### config.mk
export PLATFORM = sky130hd
export DESIGN_NAME = csd_diag_record
export DESIGN_NICKNAME = d
export VERILOG_FILES = /design/src/verilog/csd_pkg.sv /design/src/verilog/csd_us_timer.sv /design/src/verilog/csd_diag_record.sv
export SDC_FILE = /design/constraint.sdc
export NUM_CORES = 1
export LEC_CHECK = 0
export BUFFER_PORTS_ARGS = -buffer_cell sky130_fd_sc_hd__buf_2
export CAP_MARGIN = 25
export CORE_MARGIN = 4
export CORE_UTILIZATION = 30
export DETAILED_ROUTE_END_ITERATION = 8
export PLACE_DENSITY_LB_ADDON = 0.05
export SLEW_MARGIN = 20
export SYNTH_ARGS = -nofsm -noshare
export SYNTH_HDL_FRONTEND = slang
export SYNTH_SLANG_ARGS = --single-unit
### constraint.sdc
create_clock -name clk_sys -period 2.1 [get_ports clk_sys]
set_input_delay 0.21 -clock clk_sys [delete_from_list [all_inputs] [get_ports clk_sys]]
set_output_delay 0.21 -clock clk_sys [all_outputs]
set_load 0.02 [all_outputs]
### src/verilog/csd_pkg.sv
// Purpose: constants for the channel diagnostic record
// Assumes: 125 MHz system clock, byte-indexed record read port
// Notes: record indices follow the record layout; timestamp is one 32-bit entry
//
// What this block does
// - Channel kind byte holds kind code in bits 6..0, bit 7 zero.
// - Diagnostic bits per channel byte reads constant eight.
// - Channel count byte reads constant four.
// - Summary byte bit n set when channel group n has an error.
// - Channel fault byte bit 0 set on configuration or parameter error.
// - Channel fault byte bit 4 set on wire-break; other bits reserved.
// - Timestamp captures the microsecond counter when a diagnostic event is recorded.
// - Microsecond counter starts from zero at power-on.
// - Counter advances once per microsecond and wraps after 2^32-1.
// - Module diagnostic bit 3 set whenever any channel error is present.
// - Wire-break reported only for channels whose enable bit is one.
// - Any error lights its channel indicator and enters the record.
package csd_pkg;
	// ----------------------------------------
	// Record indices
	// ----------------------------------------
	localparam logic [7:0] IDX_KIND = 8'h06;
	localparam logic [7:0] IDX_BITS = 8'h07;
	localparam logic [7:0] IDX_COUNT = 8'h08;
	localparam logic [7:0] IDX_SUMMARY = 8'h09;
	localparam logic [7:0] IDX_CHAN0 = 8'h0a;
	localparam logic [7:0] IDX_STAMP = 8'h13;
	// ----------------------------------------
	// Field values and positions
	// ----------------------------------------
	localparam logic [6:0] KIND_DIG_IN = 7'h70;
	localparam logic [6:0] KIND_ANA_IN = 7'h71;
	localparam logic [6:0] KIND_DIG_OUT = 7'h72;
	localparam logic [6:0] KIND_ANA_OUT = 7'h73;
	localparam logic [6:0] KIND_ANA_IO = 7'h74;
	localparam logic [6:0] KIND_COUNTER = 7'h76;
	localparam logic [7:0] DIAG_BITS = 8'h08;
	localparam logic [7:0] CHAN_COUNT = 8'h04;
	localparam int NUM_CHAN = 4;
	localparam int FAULT_PAR_BIT = 0;
	localparam int FAULT_WB_BIT = 4;
	localparam int MOD_CHAN_ERR_BIT = 3;
	localparam logic [31:0] STAMP_RESET = 32'h0000_0000;
	// ----------------------------------------
	// Timing
	// ----------------------------------------
	localparam int CLK_PERIOD_NS = 8;
	localparam int TICK_NS = 1000;
	localparam int CYCLES_PER_US = (TICK_NS + CLK_PERIOD_NS - 1) / CLK_PERIOD_NS;
	localparam int PRESCALE_W = $clog2(CYCLES_PER_US);
endpackage : csd_pkg

### src/verilog/csd_us_timer.sv
// Purpose: free-running microsecond counter
// Assumes: synchronous active-low reset stands for power-on
// Notes: counter wraps naturally at its width
`timescale 1ns/100ps
module csd_us_timer #(
	parameter int CNT_W = 32
) (
	input wire logic clk_sys,
	input wire logic rst_n,
	output logic [CNT_W-1:0] us_count_q
);
	import csd_pkg::*;

	// ----------------------------------------
	// Prescaler and counter
	// ----------------------------------------
	localparam logic [PRESCALE_W-1:0] PRE_LAST = PRESCALE_W'(CYCLES_PER_US - 1);
	logic [PRESCALE_W-1:0] pre_q;
	logic [PRESCALE_W-1:0] pre_d;
	logic [CNT_W-1:0] us_count_d;
	wire tick = (pre_q == PRE_LAST);

	assign pre_d = tick ? '0 : pre_q + 1'b1;
	// Wrap after the all-ones value comes for free from the adder width
	assign us_count_d = tick ? us_count_q + 1'b1 : us_count_q;

	always_ff @(posedge clk_sys)
	begin
		if (!rst_n)
		begin
			pre_q <= '0;
			us_count_q <= '0;
		end
		else
		begin
			pre_q <= pre_d;
			us_count_q <= us_count_d;
		end
	end
endmodule : csd_us_timer

### src/verilog/csd_diag_record.sv
// Purpose: read-only diagnostic record of a four-channel analog output
// Assumes: fault inputs synchronous to clk_sys; one read per cycle at most
// Notes: read data appears one cycle after rd_en; unmapped indices read zero
`timescale 1ns/100ps
module csd_diag_record #(
	parameter logic [6:0] CHAN_KIND = csd_pkg::KIND_ANA_OUT
) (
	input wire logic clk_sys,
	input wire logic rst_n,
	input wire logic [csd_pkg::NUM_CHAN-1:0] param_err,
	input wire logic [csd_pkg::NUM_CHAN-1:0] wire_break,
	input wire logic [csd_pkg::NUM_CHAN-1:0] wb_enable,
	input wire logic rd_en,
	input wire logic [7:0] rd_index,
	output logic [31:0] rd_data_q,
	output logic rd_valid_q,
	output logic [csd_pkg::NUM_CHAN-1:0] chan_led_q,
	output logic mod_chan_err_q
);
	import csd_pkg::*;

	// ----------------------------------------
	// Time base
	// ----------------------------------------
	logic [31:0] us_count;

	csd_us_timer #(
		.CNT_W(32)
	) u_timer (
		.clk_sys(clk_sys),
		.rst_n(rst_n),
		.us_count_q(us_count)
	);

	// ----------------------------------------
	// Fault capture
	// ----------------------------------------
	logic [NUM_CHAN-1:0] fault_par_q;
	logic [NUM_CHAN-1:0] fault_wb_q;
	logic [31:0] stamp_q;
	logic [31:0] stamp_d;
	wire [NUM_CHAN-1:0] wb_err = wire_break & wb_enable;
	wire [NUM_CHAN-1:0] summary_d = param_err | wb_err;
	wire [NUM_CHAN-1:0] summary = fault_par_q | fault_wb_q;
	// An event is a fault bit that was clear and is now set
	wire new_event = |((param_err & ~fault_par_q) | (wb_err & ~fault_wb_q));

	// Later events overwrite the stamp; only the newest one is kept
	assign stamp_d = new_event ? us_count : stamp_q;

	always_ff @(posedge clk_sys)
	begin
		if (!rst_n)
		begin
			fault_par_q <= '0;
			fault_wb_q <= '0;
			stamp_q <= STAMP_RESET;
			chan_led_q <= '0;
			mod_chan_err_q <= 1'b0;
		end
		else
		begin
			fault_par_q <= param_err;
			fault_wb_q <= wb_err;
			stamp_q <= stamp_d;
			chan_led_q <= summary_d;
			mod_chan_err_q <= |summary_d;
		end
	end

	// ----------------------------------------
	// Record read port
	// ----------------------------------------
	logic [7:0] chan_byte [NUM_CHAN];
	logic [NUM_CHAN-1:0] chan_hit;
	logic [7:0] chan_sel;

	genvar gi;
	generate
		for (gi = 0; gi < NUM_CHAN; gi++)
		begin : g_chan
			// Reserved bits tie low
			assign chan_byte[gi] = (8'(fault_par_q[gi]) << FAULT_PAR_BIT)
				| (8'(fault_wb_q[gi]) << FAULT_WB_BIT);
			assign chan_hit[gi] = (rd_index == IDX_CHAN0 + 8'(gi));
		end
	endgenerate

	always_comb
	begin
		chan_sel = '0;
		for (int i = 0; i < NUM_CHAN; i++)
		begin
			if (chan_hit[i])
				chan_sel = chan_byte[i];
		end
	end

	wire hit_kind = (rd_index == IDX_KIND);
	wire hit_bits = (rd_index == IDX_BITS);
	wire hit_count = (rd_index == IDX_COUNT);
	wire hit_summary = (rd_index == IDX_SUMMARY);
	wire hit_stamp = (rd_index == IDX_STAMP);
	wire [31:0] rd_data_d =
		hit_kind ? {25'h0, CHAN_KIND} :
		hit_bits ? {24'h0, DIAG_BITS} :
		hit_count ? {24'h0, CHAN_COUNT} :
		hit_summary ? {28'h0, summary} :
		(|chan_hit) ? {24'h0, chan_sel} :
		hit_stamp ? stamp_q :
		32'h0000_0000;

	always_ff @(posedge clk_sys)
	begin
		if (!rst_n)
		begin
			rd_data_q <= '0;
			rd_valid_q <= 1'b0;
		end
		else
		begin
			rd_valid_q <= rd_en;
			if (rd_en)
				rd_data_q <= rd_data_d;
		end
	end
endmodule : csd_diag_record

* After elaboration in Yosys (flattened, before gate mapping)
Cells that the tools add are included.
Cells by class: bitwise logic cells 13, $add $sub $neg 2, equal/unequal tests 10, multiplexer cells 10, reduce and logical (&&, ||, !) cells 4
Operators with widths (number):
- 32-bit two-way mux | 6
- 8-bit by 4-bit == test with 1-bit output, second input constant | 6
- 32-bit by 1-bit adder with 32-bit output, second input constant | 1
- 5-bit two-way mux | 4
- 1-bit by 5-bit bitwise OR with 5-bit output | 4
- 8-bit by 3-bit == test with 1-bit output, second input constant | 2
- 4-bit bitwise AND | 3
- 4-bit bitwise OR | 3
- 4-bit OR reduction | 3
- 8-bit by 5-bit == test with 1-bit output, second input constant | 1
- 4-bit inverter | 2
- 7-bit by 1-bit adder with 7-bit output, second input constant | 1
- 7-bit == test, second input constant | 1
- 2-bit OR reduction | 1
- 1-bit inverter | 1
Word-level totals: output and inout port bits 38, register bits after elaboration 117

* Longest topological paths before layout
Gate-level depths: netlist (run 1).
depth in word-level cells 10, mapped depth 8, gate-level depth less buffers 6

* Cells and area by module
Synthesis (run 1) repeated with hierarchy kept, for this count alone.
Second synthesis, totals: cells, all modules 550, area total of the unflattened synthesis 4987.3 sq um
Modules (own cells, without submodules):
- csd_diag_record | cells an instance 335, area an instance 3079.2 sq um, times used 1
- csd_us_timer | cells an instance 215, area an instance 1908.1 sq um, times used 1

* Worst setup path after synthesis (run 1)
OpenSTA, ideal clock, no wires.
path kind reg2reg, from register u_timer.pre_q[0], to register u_timer.us_count_q[15], stages on the path, launching flop included 8, required time 2030 ps, setup time 70 ps, slack 211 ps, arrival 1819 ps, cell sequence dfxtp_1 inv_1 ha_1 nand3_2 or4_1 buf_2 or4_1 a21oi_1
Between the ends: cells in the longest elaborated chain, start to end 1
RTL lines:
- start, declared | RTL line csd_us_timer.sv:18 | logic [PRESCALE_W-1:0] pre_q;
- start signal, assigned | RTL line csd_us_timer.sv:36 | pre_q <= pre_d;
- 7-bit == test | RTL line csd_us_timer.sv:21 | wire tick = (pre_q == PRE_LAST);
- end signal, assigned | RTL line csd_us_timer.sv:37 | us_count_q <= us_count_d;
- end, declared | RTL line csd_us_timer.sv:10 | output logic [CNT_W-1:0] us_count_q
Every way passes these cells. A chain may end at the register's enable or synchronous reset.

* Final worst setup path (run 1)
from register u_timer.pre_q[0], to register u_timer.us_count_q[13]
Same word-level chain as after synthesis.

==> impl_metrics.tcl, run 1 <==
set metrics [dict create \
    die_h_um 136.9 \
    status "complete, no violations" \
    regArea_mm2 0.002342 \
    place_congestion 0.7842 \
    grtUsageMet1 0.2010 \
    synth_cell_types 48 \
    drive_gt1_frac 0.1903 \
    vdd_drop_max_uv 526.8 \
    p_leak_uw 0.002204 \
    critPathLaunchType "flip-flop" \
    multi_input_area_mm2 0.002439 \
    ys_seq_elements 117 \
    synth_top_area_frac 0.4700 \
    hold_viol 0 \
    drcViolationCount 0 \
    layout.cell_area.non_filler_mm2 0.006254 \
    wl_per_cell_um 15.11 \
    antenna_cells 0 \
    clock_latency_ns 0.41 \
    postSynthAreaPerCell_um2 8.490 \
    grtUsageMet2 0.2281 \
    yosys-top-cells-area "dfxtp_1 47%, a21oi_1 7.4%, nand3_1 6.7%, nand2b_1 5.4%, o21ai_0 4.7%" \
    synth-edff-count 0 \
    crit_end "u_timer.us_count_q[13]" \
    r2r-start "u_timer.pre_q[0]" \
    ctsHoldBuffers 0 \
    syn_nets 613 \
    rr_endpoint "u_timer.us_count_q[13]" \
    layout.nets 670 \
    clkTransAtPathRegs_ns 0.05 \
    first_global_vias 4347 \
    wirelength_um 13200 \
    layout_common_cells "117 x dfxtp_1, 74 x a21oi_1, 67 x nand3_1" \
    max_cap_violations 0 \
    drt-initial-drc-count 265 \
    min_path_type "input pin to flip-flop" \
    setup_viol 0 \
    startpoint "u_timer.pre_q[0]" \
    ant_nets 0 \
    r2r_setup_slack_ns 0.15 \
    cp.arrival_ns 2.29 \
    maxSlewHeadroom 0.6350 \
    clkSinkCount 117 \
    drt_first_pass_iters 4 \
    gr-total-overflow 0 \
    slew_viol_final 0 \
    power.total_uw 5831 \
    reg2regPathDepth 6 \
    yosysTopAreaCell "dfxtp_1" \
    required_ns 2.44 \
    rsz0062_at_grt "no" \
    die_area_mm2 0.01874 \
    min_period_over_period 0.9300 \
    use_met3 0.03382 \
    netlist_instances 587 \
    fin_util 0.3894 \
    grt_pass1_wl_um 22110 \
    cts_buffers 17 \
    area_growth_pct 25.48 \
    hpwl_um 8769 \
    critPathCaptureType "flip-flop" \
    powerDensity_mw_per_mm2 932.4 \
    critPathMaxFanout 6 \
    finClkSkew_ns 0.006445 \
    die_x_um 136.9 \
    ys.flop_type "dfxtp_1" \
    fmax_mhz 512.0 \
    worstMarginPinSlew_ns 0.5438 \
    dpl_cell_area_mm2 0.005570 \
    cts_root_buffer "clkbuf_16" \
    finalCriticalPeriod_ns 1.953 \
    via_per_inst 5.086 \
    path_class "flip-flop to flip-flop" \
    io_buffer_count 60 \
    grtUsageTotal 0.1476 \
    antenna_found_initial 0 \
    cts_tree "built" \
    yosys_warnings 0 \
    num_rows 46 \
    htree_levels 4 \
    io_pins 61 \
    grt_max_degree 62 \
    ys_async_sr_fraction 0 \
    vias 4440 \
    coreArea_mm2 0.01606 \
    syn_area_mm2 0.004984 \
    synth-seq-area-share 0.4700 \
    grt-busiest-layer "met2" \
    fillers 1645 \
    ctsLongestPathBuffers 2 \
    final.setup.tns_ns 0 \
    initial_core_util 0.3103 \
    final_common_cell "dfxtp_1" \
]
registers in the layout, summed over array words and instances, names as in the netlist:
name	flops
rd_data_q	32
stamp_q	32
u_timer.us_count_q	32
u_timer.pre_q	7
chan_led_q	4
fault_par_q	4
fault_wb_q	4
mod_chan_err_q	1
rd_valid_q	1
through the flow:
stage | setup slack [ns] | hold slack, ns | std cells
after floorplan | 0.2110 | 0.3467 | 587
after global placement | 0.1636 | 0.4465 | 840
after detailed placement | 0.1354 | 0.4553 | 840
after CTS | 0.1217 | 0.04728 | 872
after global routing | 0.006939 | 0.06159 | 873
final | 0.1469 | 0.07098 | 873
synthesized netlist by cell type, drive strengths merged (2+ instances only):
master / count
or4: 8
nand2: 25
or3: 7
xor2: 3
o41ai: 9
nand3: 69
o2111ai: 2
and3: 2
nor3: 7
and2: 5
nand2b: 43
clkbuf: 32
and4: 5
inv: 16
a31oi: 2
nand3b: 5
ha: 3
nor4: 9
dfxtp: 117
nor2: 23
nor2b: 2
nand4: 7
o21ai: 48
mux2i: 7
o31ai: 5
o2111a: 2
a21oi: 74
xnor2: 10
o311ai: 9
or2: 6
buf: 12
layer usage:
layer	vias up	share of wire
li1	2239	-
met1	2102	0.49
met2	81	0.46
met3	18	0.034
met4	0	0.015
met5	-	0
power by group:
part	leakage (µW)	switching (µW)	internal, µW
Clock	0.000328	991	2280
Sequential	0.000947	17.5	2250
Combinational	0.000928	203	92.1
Total	0.00220	1210	4620
how the worst min path moves through the flow:
stage                          start          endpoint  slack [ns]  cells past startpoint
global route            param_err[3]    fault_par_q[3]        0.06                      2
detailed placement        stamp_q[6]      rd_data_q[6]        0.46                      2
finish                  param_err[0]    fault_par_q[0]        0.07                      2
global placement    u_timer.pre_q[0]  u_timer.pre_q[0]        0.45                      1
CTS                     param_err[0]    fault_par_q[0]        0.05                      2
floorplan               param_err[0]    fault_par_q[0]        0.35                      1
worst max-delay path, cell delays in order (launching register included):
cell	delay, ns
dfxtp_1	0.33
inv_1	0.06
ha_1	0.18
nand3_2	0.08
or4_1	0.63
or4_1	0.44
a21oi_1	0.16
kinds of logic (layout without fill, tap and decap cells):
group / Yosys count / in the layout / share of synthesized area
DFF: 117 / 117 / 0.4700
and+or+nand+nor: 226 / 226 / 0.2508
buffers and inverters: 60 / 130 / 0.04670
adders and majority gates: 3 / 3 / 0.007533
xor gates and xnor gates: 13 / 13 / 0.02285
muxes: 7 / 7 / 0.01406
AOI/OAI and AO/OA: 161 / 161 / 0.1881
cell type report:
cell class                 instances  area share
tap                              216     0.04322
clock buffer                      22     0.07423
multi-input combinational        410      0.3900
timing repair buffer              82     0.07643
clock inverter                    10     0.03201
inverter                          16    0.009604
sequential                       117      0.3746
repair_timing:
item | 4_1_cts | 5_1_grt
resized for setup | 0 | 3
buffers inserted | 0 | 1
setup endpoints to repair | 0 | 7
hold endpoints to repair | 0 | 0
No activity file was read; power rests on OpenSTA's default activity.
==> run 2, diff against run 1 <==
CELL_PAD_IN_SITES_DETAIL_PLACEMENT = 2   (was not set)
CELL_PAD_IN_SITES_GLOBAL_PLACEMENT = 2   (was not set)
CTS_CLUSTER_SIZE = 40   (was not set)
PLACE_DENSITY_LB_ADDON = 0.1   (was 0.05)
==> impl_metrics.tcl, run 2 (synthesis gave the netlist of run 1 again) <==
set metrics [dict create \
    clock_latency_ns 0.42 \
    cp.arrival_ns 2.26 \
    largestRegisters "rd_data_q: 32 flops, stamp_q: 32 flops, u_timer.us_count_q: 32 flops" \
    wirelength_um 15890 \
    worstMarginPinSlew_ns 0.6115 \
    critPathLaunchType "flip-flop" \
    max_cap_violations 0 \
    maxSlewHeadroom 0.5924 \
    fillers 1777 \
    min_path_type "input pin to flip-flop" \
    power.total_uw 5211 \
    antenna_found_initial 0 \
    finClkSkew_ns 0.004601 \
    drt_first_pass_iters 4 \
    powerDensity_mw_per_mm2 846.4 \
    p_leak_uw 0.002148 \
    power_frac_comb 0.060 \
    postCtsSetupBuffers 0 \
    hold_start "param_err[0]" \
    vdd_drop_max_uv 580.7 \
    min_period_over_period 0.9387 \
    grt_pass1_wl_um 26250 \
    intPower_uw 3990 \
    layout_common_cells "117 x dfxtp_1, 74 x a21oi_1, 67 x nand3_1" \
    gr-total-overflow 0 \
    ant_nets 0 \
    antenna_cells 0 \
    path_class "flip-flop to flip-flop" \
    critPathMaxFanout 13 \
    cts_root_buffer "clkbuf_16" \
    grtUsageTotal 0.1778 \
    die_area_mm2 0.01874 \
    drcViolationCount 0 \
    final_common_cell "dfxtp_1" \
    regArea_mm2 0.002342 \
    clkSinkCount 117 \
    coreArea_mm2 0.01606 \
    die_h_um 136.9 \
    first_global_vias 4962 \
    fin_util 0.3834 \
    critPathCaptureType "flip-flop" \
    grt_max_degree 78 \
    cts_tree "built" \
    power_frac_seq 0.434 \
    fmax_mhz 507.3 \
    slew_viol_final 0 \
    switching_share 0.2343 \
    final.setup.tns_ns 0 \
    drt-initial-drc-count 215 \
    die_x_um 136.9 \
    clockPowerShare 0.505 \
    cts_buffers 17 \
    whs_ns 0.07264 \
    setup_viol 0 \
    wl_per_cell_um 18.22 \
    ctsLongestPathBuffers 2 \
    num_rows 46 \
    multi_input_area_mm2 0.002449 \
    hpwl_um 10280 \
    io_buffer_count 60 \
    io_pins 61 \
    vias 4621 \
    initial_core_util 0.3103 \
    status "complete, no violations" \
    place_congestion 0.7408 \
    via_per_inst 5.299 \
    finalCriticalPeriod_ns 1.971 \
    area_growth_pct 23.55 \
    startpoint "u_timer.pre_q[0]" \
    htree_levels 4 \
    required_ns 2.38 \
    power.switching_uw 1221 \
    layout.nets 670 \
    drive_gt1_frac 0.1905 \
    r2r-start "u_timer.pre_q[0]" \
    clkTransAtPathRegs_ns 0.05 \
    hold_viol 0 \
]
-- run 2: cell types whose count changed in the layout (fill, tap and decap cells not counted), moves of 3 or more --
cell,change
o311ai_0,-4
bufinv_16,-6
o311ai_1,+4
clkbuf_8,+3
-- run 2: worst paths after layout --
path / endpoint / cells after the start / slack [ns]
worst max-delay path: u_timer.us_count_q[27] / 7 / 0.13
worst max register to register: u_timer.us_count_q[27] / 7 / 0.13
worst min-delay path: fault_par_q[0] / 2 / 0.07
worst min register to register: rd_data_q[5] / 2 / 0.46
-- run 2: power groups by stage --
stage                     combinational (µW)  clock, µW  sequential, µW
after CTS                                321       2690            2260
after floorplan                          168          0            2320
after detailed placement                 316          0            2310
after global placement                   307          0            2310
after global routing                     349       2810            2270
final                                    313       2630            2260
-- run 2: through the flow --
stage / std cells / worst slack (ns) / cell area [µm²]
2_1_floorplan: 587 / 0.2110 / 4984
3_3_place_gp: 841 / 0.1986 / 5597
3_5_place_dp: 841 / 0.05198 / 5597
4_1_cts: 872 / 0.1001 / 6135
5_1_grt: 872 / -0.01172 / 6157
6_report: 872 / 0.1287 / 6157
-- run 2: critical path, cell delays in order (launching register included) --
cell and delay (ns):
dfxtp_1 0.33, inv_1 0.06, ha_1 0.17, nand3_2 0.10, or4_1 0.52, buf_4 0.21
o311ai_0 0.30, o41ai_1 0.13
-- run 2: final cells by class --
type | count | share of cell area
Clock inverter | 4 | 0.003251
Inverter | 16 | 0.009754
Clock buffer | 27 | 0.08332
Timing Repair Buffer | 82 | 0.08169
Tap cell | 216 | 0.04389
Multi-Input combinational cell | 410 | 0.3977
Sequential cell | 117 | 0.3804
-- run 2: metal layers --
metal / GRT usage / vias up / wire length [µm]
li1: - / 2232 / -
met1: 0.2268 / 2318 / 7210
met2: 0.3004 / 55 / 8009
met3: 0.03787 / 16 / 444
met4: 0.05654 / 0 / 228
met5: 0 / - / 0
-- run 2: what timing repair did --
item                                    in CTS  in global routing
endpoints found under the setup margin       1                 10
hold buffers                                 0                  0
resized for setup                            1                  9
